[src/supervisor_pkg.sv]
// Shared constants for the supply supervisor and watchdog core
package supervisor_pkg;
  // Register byte offsets
  localparam logic [7:0] CTRL_OFF = 8'h00;
  localparam logic [7:0] EXT_RST_OFF = 8'h04;
  localparam logic [7:0] EXT_WD_OFF = 8'h08;
  localparam logic [7:0] STATUS_OFF = 8'h0C;
  // Field positions
  localparam int CTRL_LONG_BIT = 0;
  localparam int ST_RESET_BIT = 0;
  localparam int ST_LOW_BIT = 1;
  localparam int ST_PF_BIT = 2;
  localparam int ST_WDO_BIT = 3;
  localparam int ST_BACKUP_BIT = 4;
  localparam int ST_WDEN_BIT = 5;
  localparam int ST_FIRST_BIT = 6;
  // Reset values
  localparam logic CTRL_LONG_RST = 1'b0;
  localparam logic [15:0] EXT_RST_RST = 16'h0032;
  localparam logic [15:0] EXT_WD_RST = 16'h0064;
  // Timing: clock rate and one internal-oscillator tick
  localparam int CLK_MHZ = 50;
  localparam int TICK_US = 1000;
  localparam int TICK_CYCLES = TICK_US * CLK_MHZ;
  // Typical times in ms, counted in 1 ms ticks
  localparam int RST_SHORT_MS = 50;
  localparam int RST_LONG_MS = 200;
  localparam int WD_LONG_MS = 1600;
  localparam int WD_SHORT_MS = 100;
  localparam logic [15:0] RST_SHORT_TICKS = 16'(RST_SHORT_MS * 1000 / TICK_US);
  localparam logic [15:0] RST_LONG_TICKS = 16'(RST_LONG_MS * 1000 / TICK_US);
  localparam logic [15:0] WD_LONG_TICKS = 16'(WD_LONG_MS * 1000 / TICK_US);
  localparam logic [15:0] WD_SHORT_TICKS = 16'(WD_SHORT_MS * 1000 / TICK_US);
  // Last divider count: external clock is divided by 64 before it times anything
  localparam logic [5:0] EXT_DIV_LAST = 6'h3F;
  // Supervisor states, one-hot
  typedef enum logic [2:0] {
    ST_HOLD = 3'b001,
    ST_PULSE = 3'b010,
    ST_RUN = 3'b100
  } sup_state_t;
endpackage

[src/supply_supervisor_watchdog.sv]
// Supply supervisor core: reset pulse, flags, watchdog, chip-enable gating, APB registers
// Operation
// - Power-fail flag follows the power-fail comparator: high above reference, low below.
// - Active-low reset asserted when supply is under threshold or under backup.
// - After recovery reset stays asserted the reset active time, 35 or 140 ms minimum.
// - Unserviced enabled watchdog gives one reset pulse every timeout period.
// - Active-high reset is always the inverse of active-low reset.
// - Low-supply flag low below threshold, high again at once above it.
// - Low-supply flag also low while supply is below backup.
// - Kick input is three-level; floating it disables the watchdog.
// - Kick steady beyond timeout drives reset and expiry output low.
// - Every kick edge restarts the watchdog; host must toggle within the period.
// - Expiry output set high on any kick edge or when low-supply falls.
// - Above threshold the gated chip enable copies the chip-enable input.
// - Below threshold the gated chip enable is held high.
// - Select high or floating: internal oscillator times reset and watchdog.
// - Select low: external clock on timebase input, times set by counts.
// - Internal oscillator reset time 50 ms short variant, 200 ms long.
// - Internal oscillator: timebase input level picks 1.6 s or 100 ms timeout.
// - First watchdog timeout after any reset is always the long period.
// - Switchover comparator picks main or backup; backup-active shows it.
// - In backup mode inputs ignored and outputs forced to fixed levels.
// - External clock divided by 64 before it clocks the timers.
//
// The implementer's own choices: the address map and register access over APB.
`timescale 1ns/1ps
`default_nettype none
module supply_supervisor_watchdog #(
  parameter int TICK_CYCLES = supervisor_pkg::TICK_CYCLES
) (
  // Clock, reset, clock enable
  input wire logic pclk,
  input wire logic presetn,
  input wire logic clk_en,
  // APB slave
  input wire logic psel,
  input wire logic penable,
  input wire logic pwrite,
  input wire logic [7:0] paddr,
  input wire logic [31:0] pwdata,
  output logic [31:0] prdata,
  output logic pready,
  output logic pslverr,
  // Comparator results
  input wire logic supply_threshold_comparator,
  input wire logic switchover_comparator,
  input wire logic fail_warning_comparator,
  // Watchdog kick: level and float detect of the three-level pin
  input wire logic watchdog_kick_in,
  input wire logic watchdog_kick_float,
  // Timebase pins
  input wire logic timebase_source_select,
  input wire logic timebase_input,
  // Memory chip enable
  input wire logic chip_enable_in_n,
  output logic chip_enable_out_n,
  // Supervisor outputs
  output logic reset_n,
  output logic reset_out,
  output logic low_supply_n,
  output logic power_fail_flag_n,
  output logic watchdog_expired_n,
  output logic backup_active
);
  // Synchronised pin levels
  logic [7:0] pins_raw;
  logic [7:0] pins_s;
  logic sup_s;
  logic main_s;
  logic pf_s;
  logic kick_s;
  logic kfl_s;
  logic tsel_s;
  logic tin_s;
  logic cein_s;

  // Registers
  supervisor_pkg::sup_state_t state_r;
  supervisor_pkg::sup_state_t state_nxt;
  logic long_r;
  logic [15:0] ext_rst_r;
  logic [15:0] ext_wd_r;
  logic [31:0] prdata_r;
  logic [15:0] tick_cnt_r;
  logic [5:0] div_cnt_r;
  logic tin_d_r;
  logic kick_d_r;
  logic [15:0] pulse_cnt_r;
  logic [15:0] wd_cnt_r;
  logic first_r;
  logic wdo_r;
  logic reset_n_r;
  logic low_n_r;
  logic pf_n_r;
  logic ce_out_r;

  // Decode and combinational terms
  logic supply_good;
  logic backup;
  logic int_tick;
  logic ext_tick;
  logic tick;
  logic [15:0] rst_ticks;
  logic [15:0] wd_sel_ticks;
  logic [15:0] wd_ticks;
  logic wd_enabled;
  logic kick_edge;
  logic pulse_done;
  logic wd_timeout;
  logic low_fall;
  logic apb_access;
  logic apb_wr;
  logic hit_ctrl;
  logic hit_rst;
  logic hit_wd;
  logic hit_st;
  logic addr_bad;
  logic [31:0] status_word;
  logic [31:0] rd_word;

  // All outside levels pass two flops before use
  assign pins_raw = {chip_enable_in_n, timebase_input, timebase_source_select,
                     watchdog_kick_float, watchdog_kick_in, fail_warning_comparator,
                     switchover_comparator, supply_threshold_comparator};

  sync_stage #(
    .WIDTH(8)
  ) u_sync (
    .pclk(pclk),
    .presetn(presetn),
    .clk_en(clk_en),
    .async_in(pins_raw),
    .sync_out(pins_s)
  );

  assign sup_s = pins_s[0];
  assign main_s = pins_s[1];
  assign pf_s = pins_s[2];
  assign kick_s = pins_s[3];
  assign kfl_s = pins_s[4];
  assign tsel_s = pins_s[5];
  assign tin_s = pins_s[6];
  assign cein_s = pins_s[7];

  // Supply qualification; comparator carries the 70/50 mV hysteresis itself
  assign backup = !main_s;
  assign supply_good = sup_s && !backup;

  // Timebase: internal 1 ms tick, or external clock divided by 64
  assign int_tick = tick_cnt_r == 16'(TICK_CYCLES - 1);
  assign ext_tick = tin_s && !tin_d_r && div_cnt_r == supervisor_pkg::EXT_DIV_LAST;
  assign tick = tsel_s ? int_tick : ext_tick;

  // Period selection; the first timeout after any reset is the long one
  assign rst_ticks = !tsel_s ? ext_rst_r :
                     long_r ? supervisor_pkg::RST_LONG_TICKS :
                     supervisor_pkg::RST_SHORT_TICKS;
  assign wd_sel_ticks = !tsel_s ? ext_wd_r :
                        tin_s ? supervisor_pkg::WD_LONG_TICKS :
                        supervisor_pkg::WD_SHORT_TICKS;
  assign wd_ticks = first_r ? supervisor_pkg::WD_LONG_TICKS : wd_sel_ticks;

  // Watchdog runs only with the pin driven and the supply good
  assign wd_enabled = !kfl_s && supply_good;
  assign kick_edge = wd_enabled && (kick_s != kick_d_r);
  assign pulse_done = tick && (pulse_cnt_r + 16'h0001 >= rst_ticks);
  assign wd_timeout = (state_r == supervisor_pkg::ST_RUN) && wd_enabled && !kick_edge
                      && tick && (wd_cnt_r + 16'h0001 >= wd_ticks);
  assign low_fall = low_n_r && !supply_good;

  // Reset pulse generator
  always_comb
  begin
    state_nxt = state_r;
    unique case (state_r)
      supervisor_pkg::ST_HOLD:
        if (supply_good)
          state_nxt = supervisor_pkg::ST_PULSE;
      supervisor_pkg::ST_PULSE:
        if (!supply_good)
          state_nxt = supervisor_pkg::ST_HOLD;
        else if (pulse_done)
          state_nxt = supervisor_pkg::ST_RUN;
      supervisor_pkg::ST_RUN:
        if (!supply_good)
          state_nxt = supervisor_pkg::ST_HOLD;
        else if (wd_timeout)
          state_nxt = supervisor_pkg::ST_PULSE;
      default:
        state_nxt = supervisor_pkg::ST_HOLD;
    endcase
  end

  always_ff @(posedge pclk or negedge presetn)
  begin
    if (!presetn)
      state_r <= supervisor_pkg::ST_HOLD;
    else if (clk_en)
      state_r <= state_nxt;
  end

  // Timebase counters
  always_ff @(posedge pclk or negedge presetn)
  begin
    if (!presetn)
    begin
      tick_cnt_r <= 16'h0000;
      div_cnt_r <= 6'h00;
      tin_d_r <= 1'b0;
    end
    else if (clk_en)
    begin
      tick_cnt_r <= int_tick ? 16'h0000 : tick_cnt_r + 16'h0001;
      tin_d_r <= tin_s;
      if (tin_s && !tin_d_r)
        div_cnt_r <= div_cnt_r + 6'h01;
    end
  end

  // Reset active timer; restarts whenever the pulse begins
  always_ff @(posedge pclk or negedge presetn)
  begin
    if (!presetn)
      pulse_cnt_r <= 16'h0000;
    else if (clk_en)
    begin
      if (state_r != supervisor_pkg::ST_PULSE)
        pulse_cnt_r <= 16'h0000;
      else if (tick)
        pulse_cnt_r <= pulse_cnt_r + 16'h0001;
    end
  end

  // Watchdog counter and first-period flag
  always_ff @(posedge pclk or negedge presetn)
  begin
    if (!presetn)
    begin
      wd_cnt_r <= 16'h0000;
      first_r <= 1'b1;
      kick_d_r <= 1'b0;
    end
    else if (clk_en)
    begin
      kick_d_r <= kick_s;
      if (state_r != supervisor_pkg::ST_RUN || !wd_enabled || kick_edge || wd_timeout)
        wd_cnt_r <= 16'h0000;
      else if (tick)
        wd_cnt_r <= wd_cnt_r + 16'h0001;
      if (state_r != supervisor_pkg::ST_RUN)
        first_r <= 1'b1;
      else if (kick_edge)
        first_r <= 1'b0;
    end
  end

  // Expiry output: set (edge, low-supply fall or backup) wins over the timeout clear
  always_ff @(posedge pclk or negedge presetn)
  begin
    if (!presetn)
      wdo_r <= 1'b1;
    else if (clk_en)
    begin
      if (kick_edge || low_fall || backup)
        wdo_r <= 1'b1;
      else if (wd_timeout)
        wdo_r <= 1'b0;
    end
  end

  // Output flags, registered so they never glitch
  always_ff @(posedge pclk or negedge presetn)
  begin
    if (!presetn)
    begin
      reset_n_r <= 1'b0;
      low_n_r <= 1'b0;
      pf_n_r <= 1'b0;
      ce_out_r <= 1'b1;
    end
    else if (clk_en)
    begin
      reset_n_r <= (state_nxt == supervisor_pkg::ST_RUN) && supply_good;
      low_n_r <= supply_good;
      pf_n_r <= pf_s && !backup;
      ce_out_r <= supply_good ? cein_s : 1'b1;
    end
  end

  assign reset_n = reset_n_r;
  assign reset_out = !reset_n_r;
  assign low_supply_n = low_n_r;
  assign power_fail_flag_n = pf_n_r;
  assign watchdog_expired_n = wdo_r;
  assign chip_enable_out_n = ce_out_r;
  assign backup_active = backup;

  // APB decode; zero wait states, error on unmapped or read-only write
  assign apb_access = psel && penable;
  assign hit_ctrl = paddr == supervisor_pkg::CTRL_OFF;
  assign hit_rst = paddr == supervisor_pkg::EXT_RST_OFF;
  assign hit_wd = paddr == supervisor_pkg::EXT_WD_OFF;
  assign hit_st = paddr == supervisor_pkg::STATUS_OFF;
  assign addr_bad = !(hit_ctrl || hit_rst || hit_wd || (hit_st && !pwrite));
  assign apb_wr = apb_access && pwrite && !addr_bad;
  assign pready = 1'b1;
  assign pslverr = apb_access && addr_bad;

  assign status_word = {25'h0000000, first_r, wd_enabled, backup, wdo_r, pf_n_r,
                        low_n_r, reset_n_r};
  assign rd_word = hit_ctrl ? {31'h00000000, long_r} :
                   hit_rst ? {16'h0000, ext_rst_r} :
                   hit_wd ? {16'h0000, ext_wd_r} :
                   hit_st ? status_word : 32'h00000000;
  assign prdata = prdata_r;

  // Register writes and read data capture during setup
  always_ff @(posedge pclk or negedge presetn)
  begin
    if (!presetn)
    begin
      long_r <= supervisor_pkg::CTRL_LONG_RST;
      ext_rst_r <= supervisor_pkg::EXT_RST_RST;
      ext_wd_r <= supervisor_pkg::EXT_WD_RST;
      prdata_r <= 32'h00000000;
    end
    else if (clk_en)
    begin
      if (apb_wr && hit_ctrl)
        long_r <= pwdata[supervisor_pkg::CTRL_LONG_BIT];
      if (apb_wr && hit_rst)
        ext_rst_r <= pwdata[15:0];
      if (apb_wr && hit_wd)
        ext_wd_r <= pwdata[15:0];
      if (psel && !penable && !pwrite)
        prdata_r <= rd_word;
    end
  end
endmodule
`default_nettype wire

[src/sync_stage.sv]
// Two-flop synchroniser for a vector of unrelated pin levels
`timescale 1ns/1ps
`default_nettype none
module sync_stage #(
  parameter int WIDTH = 1
) (
  // Clock and reset
  input wire logic pclk,
  input wire logic presetn,
  input wire logic clk_en,
  // Data
  input wire logic [WIDTH-1:0] async_in,
  output logic [WIDTH-1:0] sync_out
);
  logic [WIDTH-1:0] meta_r;

  // First stage feeds only the second stage
  always_ff @(posedge pclk or negedge presetn)
  begin
    if (!presetn)
    begin
      meta_r <= '0;
      sync_out <= '0;
    end
    else if (clk_en)
    begin
      meta_r <= async_in;
      sync_out <= meta_r;
    end
  end
endmodule
`default_nettype wire

[config.mk]
export PLATFORM = sky130hd
export DESIGN_NAME = supply_supervisor_watchdog
export DESIGN_NICKNAME = d
export VERILOG_FILES = /design/src/supervisor_pkg.sv /design/src/supply_supervisor_watchdog.sv /design/src/sync_stage.sv
export SDC_FILE = /design/constraint.sdc
export NUM_CORES = 1
export LEC_CHECK = 0
export BUFFER_PORTS_ARGS = -buffer_cell sky130_fd_sc_hd__buf_2
export CORE_UTILIZATION = 30
export CTS_BUF_LIST = sky130_fd_sc_hd__clkbuf_2
export CTS_CLUSTER_SIZE = 10
export DETAILED_ROUTE_END_ITERATION = 10
export PLACE_DENSITY = 0.48
export SYNTH_ARGS = -nofsm -noshare
export SYNTH_HDL_FRONTEND = slang
export SYNTH_SLANG_ARGS = --single-unit
export TNS_END_PERCENT = 30
[constraint.sdc]
create_clock -name pclk -period 4.5 [get_ports pclk]
set_clock_uncertainty 0.15 [all_clocks]
set_input_delay 0.225 -clock pclk [delete_from_list [all_inputs] [get_ports pclk]]
set_output_delay 0.225 -clock pclk [all_outputs]
set_load 0.005 [all_outputs]
==> flow_summary_export.csv <==
group,metric,value,unit
cells_and_area,nets,891,
setup_path,start_kind,"register",
drt,initialDrtViolationCount,311,
placed_design,dp.cells,1058,
logic_synthesis,synthTopCellsByCount,"dfrtp_1, nand2_1, mux2_2",
floorplan,initial_utilization,0.3071,
timing,finalMaxSlewViolations,0,
cells_and_area,fin_cells,1133,
cells_and_area,num-fill-cells,2456,
logic_synthesis,yosys-top-cells-area,"dfrtp_1, mux2_2, ha_1, nand2_1, dfstp_2",
clock_network,path_clk_slew,0.22,ns
timing,fmax,259.8,MHz
clock_network,clock_latency,0.74,ns
grt,grt-ovfl-total,0,
setup_path,cp_slowest_cell,"dfrtp_1",
setup_path,cp_max_fo,6,
setup_path,cp-end-kind,"register",
job,cap_violations,0,
placed_design,gp_congestion,0.8149,
clock_network,cts_resized,0,
clock_network,cts_root_buffer,"clkbuf_2",
power,p_per_area,296.8,mW/mm²
drt,drt_pass1_iterations,4,
power,peakVddDrop,0.2080,mV
timing,setup_viol_count_final,0,
logic_synthesis,avgSynthCellArea,10.30,µm²
outcome,status,"completed",
grt,grt_max_degree,57,
floorplan,row_count,56,
logic_synthesis,ys.flop_type,"dfrtp_1",
logic_synthesis,yosysTopAreaCell,"dfrtp_1",
timing,tightest_slew,0.9503,ns
timing,fin_crit_sh,0.8555,
logic_synthesis,synth_top_area_frac,0.4153,
logic_synthesis,synthCells,702,
cells_and_area,seq_area,0.003266,mm²
setup_path,arrival,4.31,ns
logic_synthesis,synth_warnings,0,
logic_synthesis,yosysUniqueCellTypes,63,
placed_design,port-buffer-count,61,
drt,drt_wl_total,17910,µm
grt,grt_pass1_wl,29130,µm
timing,rsz0062_at_grt,"false",
setup_path,critical_path_class,"reg -> reg",
drt,drc,0,
cells_and_area,area_delta_synth_final,18.34,%
logic_synthesis,ys_seq_elements,130,
timing,hold_viol,0,
cells_and_area,diodes,0,
clock_network,cts_tree,"yes",
setup_path,crit_chain,"ha_1, and3_1, nand3_1, nand2b_1, xnor2_1, ha_1, and2_0, a221o_1, a221oi_1, o211ai_1, or2_4, o31ai_1",
timing,relSlewSlack,0.3658,
drt,via_count,5511,
floorplan,core,0.02354,mm²
clock_network,cts_made_buffers,17,
timing,setup_tns,0,ns
drt,wl_per_cell,15.81,µm
clock_network,cts_hold_buf,43,
setup_path,critPathMaxStageDelay,0.49,ns
drt,ant_nets,0,
timing,min_period,3.850,ns
floorplan,dieHeight,157.3,µm
cells_and_area,multiInputGateArea,0.003702,mm²
setup_path,reg2reg_setup_slack,0.65,ns
clock_network,cts.sinks,130,
placed_design,dp_hpwl,12730,µm
clock_network,clockBufferDepth,2,
logic_synthesis,netlist_area,0.007231,mm²
grt,antenna_found_initial,0,
grt,grt_pass1_vias,5387,
floorplan,fp.dieW,157.3,µm
logic_synthesis,async_flop_share,1.000,
logic_synthesis,synth-seq-area-share,0.4516,
cells_and_area,drive_gt1_frac,0.2211,
worst_hold_path,hold_class,"in -> reg",
drt,viasPerCell,4.864,
floorplan,num_io_pins,95,
clock_network,htreeDepth,4,
power,p_leak,3.870,nW
logic_synthesis,synth_most_common_cell,"dfrtp_1",
setup_path,cpMostUsedCell,"ha_1",
logic_synthesis,synth-edff-count,0,
floorplan,dieArea,0.02473,mm²
clock_network,postCtsSetupBuffers,0,
setup_path,cp_data_required_time,4.96,ns
grt,grtUsageTotal,0.1547,
[flip-flops by register name, summed over array words and instances, names as in the netlist, 3 cells and up]
| name | count |
|---|---|
| div_cnt_r | 6 |
| ext_rst_r | 16 |
| ext_wd_r | 16 |
| prdata | 16 |
| pulse_cnt_r | 16 |
| state_r | 3 |
| tick_cnt_r | 16 |
| u_sync.meta_r | 8 |
| u_sync.sync_out | 8 |
| wd_cnt_r | 16 |
[cells by family (layout without fill, tap and decap cells)]
kind of cell	Yosys count	in the layout	share of synthesized area
other	2	17	0.001039
xor gates and xnor gates	46	46	0.05572
buffers and inverters	62	159	0.04412
DFF	130	130	0.4516
and+or+nand+nor	226	226	0.1616
muxes	59	59	0.09292
AOI/OAI and AO/OA	141	141	0.1306
adders and majority gates	36	36	0.06229
[cells in the final DEF (no fill, tap or decap), types with 6 or more instances in the layout]
master and n:
nand2b_1 7, buf_4 9, inv_1 13, dfrtp_1 120
buf_2 60, a22oi_1 15, conb_1 17, ha_1 36
nand4_1 15, o21ai_0 41, a22o_1 17, o31ai_1 15
xnor2_1 29, a21oi_1 21, nand2_1 85, mux2_2 52
nor2b_1 6, xor2_1 17, a21o_1 8, dfstp_2 10
nor3_1 7, dlygate4sd3_1 42, nand3_1 33, clkbuf_2 18
and3_1 10, nor2_1 28
[layer usage]
metal | track usage | part of all wire | wire length (µm) | vias up
li1 | - | - | - | 2706
met1 | 0.2205 | 0.50 | 8932 | 2693
met2 | 0.2332 | 0.46 | 8173 | 95
met3 | 0.03331 | 0.032 | 566 | 17
met4 | 0.04577 | 0.013 | 240 | 0
met5 | 0 | 0 | 0 | -
[power breakdown]
group	switching [mW]	internal (mW)	leakage [nW]	total, mW
Clock	0.493	0.435	0.185	0.928
Combinational	0.157	0.136	1.96	0.293
Sequential	0.0757	1.24	1.72	1.32
Total	0.726	1.81	3.87	2.54
[per-stage QoR]
stage / worst slack, ns / utilization / total power [mW] / area, µm² / hold slack, ns
after floorplan: 1.195 / - / 1.500 / 7287 / -0.2206
after global routing: 0.2526 / 0.3635 / 2.675 / 8557 / 0.02758
after global placement: 0.7056 / 0.3313 / 1.600 / 7799 / 0.03178
final: 0.6502 / 0.3635 / 2.540 / 8557 / 0.06477
after detailed placement: 0.6515 / 0.3313 / 1.603 / 7799 / 0.02691
after CTS: 0.5929 / 0.3635 / 2.576 / 8557 / 0.01799
[layout make-up]
type                    instances  area share
clock inverters                14     0.02661
inverters                      14    0.006141
flip-flops and latches        130      0.3816
clock buffers                  18     0.01053
well taps                     319     0.04664
multi-input cells             525      0.4327
repair buffers                113     0.09577
[worst max-delay path: cells and delay by family, from the launching register on]
kind	cells	cell delay, ns
adders and majority gates	2	0.49
xor gates and xnor gates	1	0.21
and+or+nand+nor	5	1.24
DFF	1	0.49
AOI/OAI and AO/OA	4	1.19
[final timing paths]
check	depth (start not counted)	to	start
max	12	wd_cnt_r[5]	wd_cnt_r[0]
min	3	prdata[7]	pwrite
max reg2reg	12	wd_cnt_r[5]	wd_cnt_r[0]
min reg2reg	1	div_cnt_r[5]	div_cnt_r[5]
max in group asynchronous	4	div_cnt_r[4]	presetn
min in group asynchronous	4	pulse_cnt_r[11]	presetn
(Power assumes the default switching activity.)
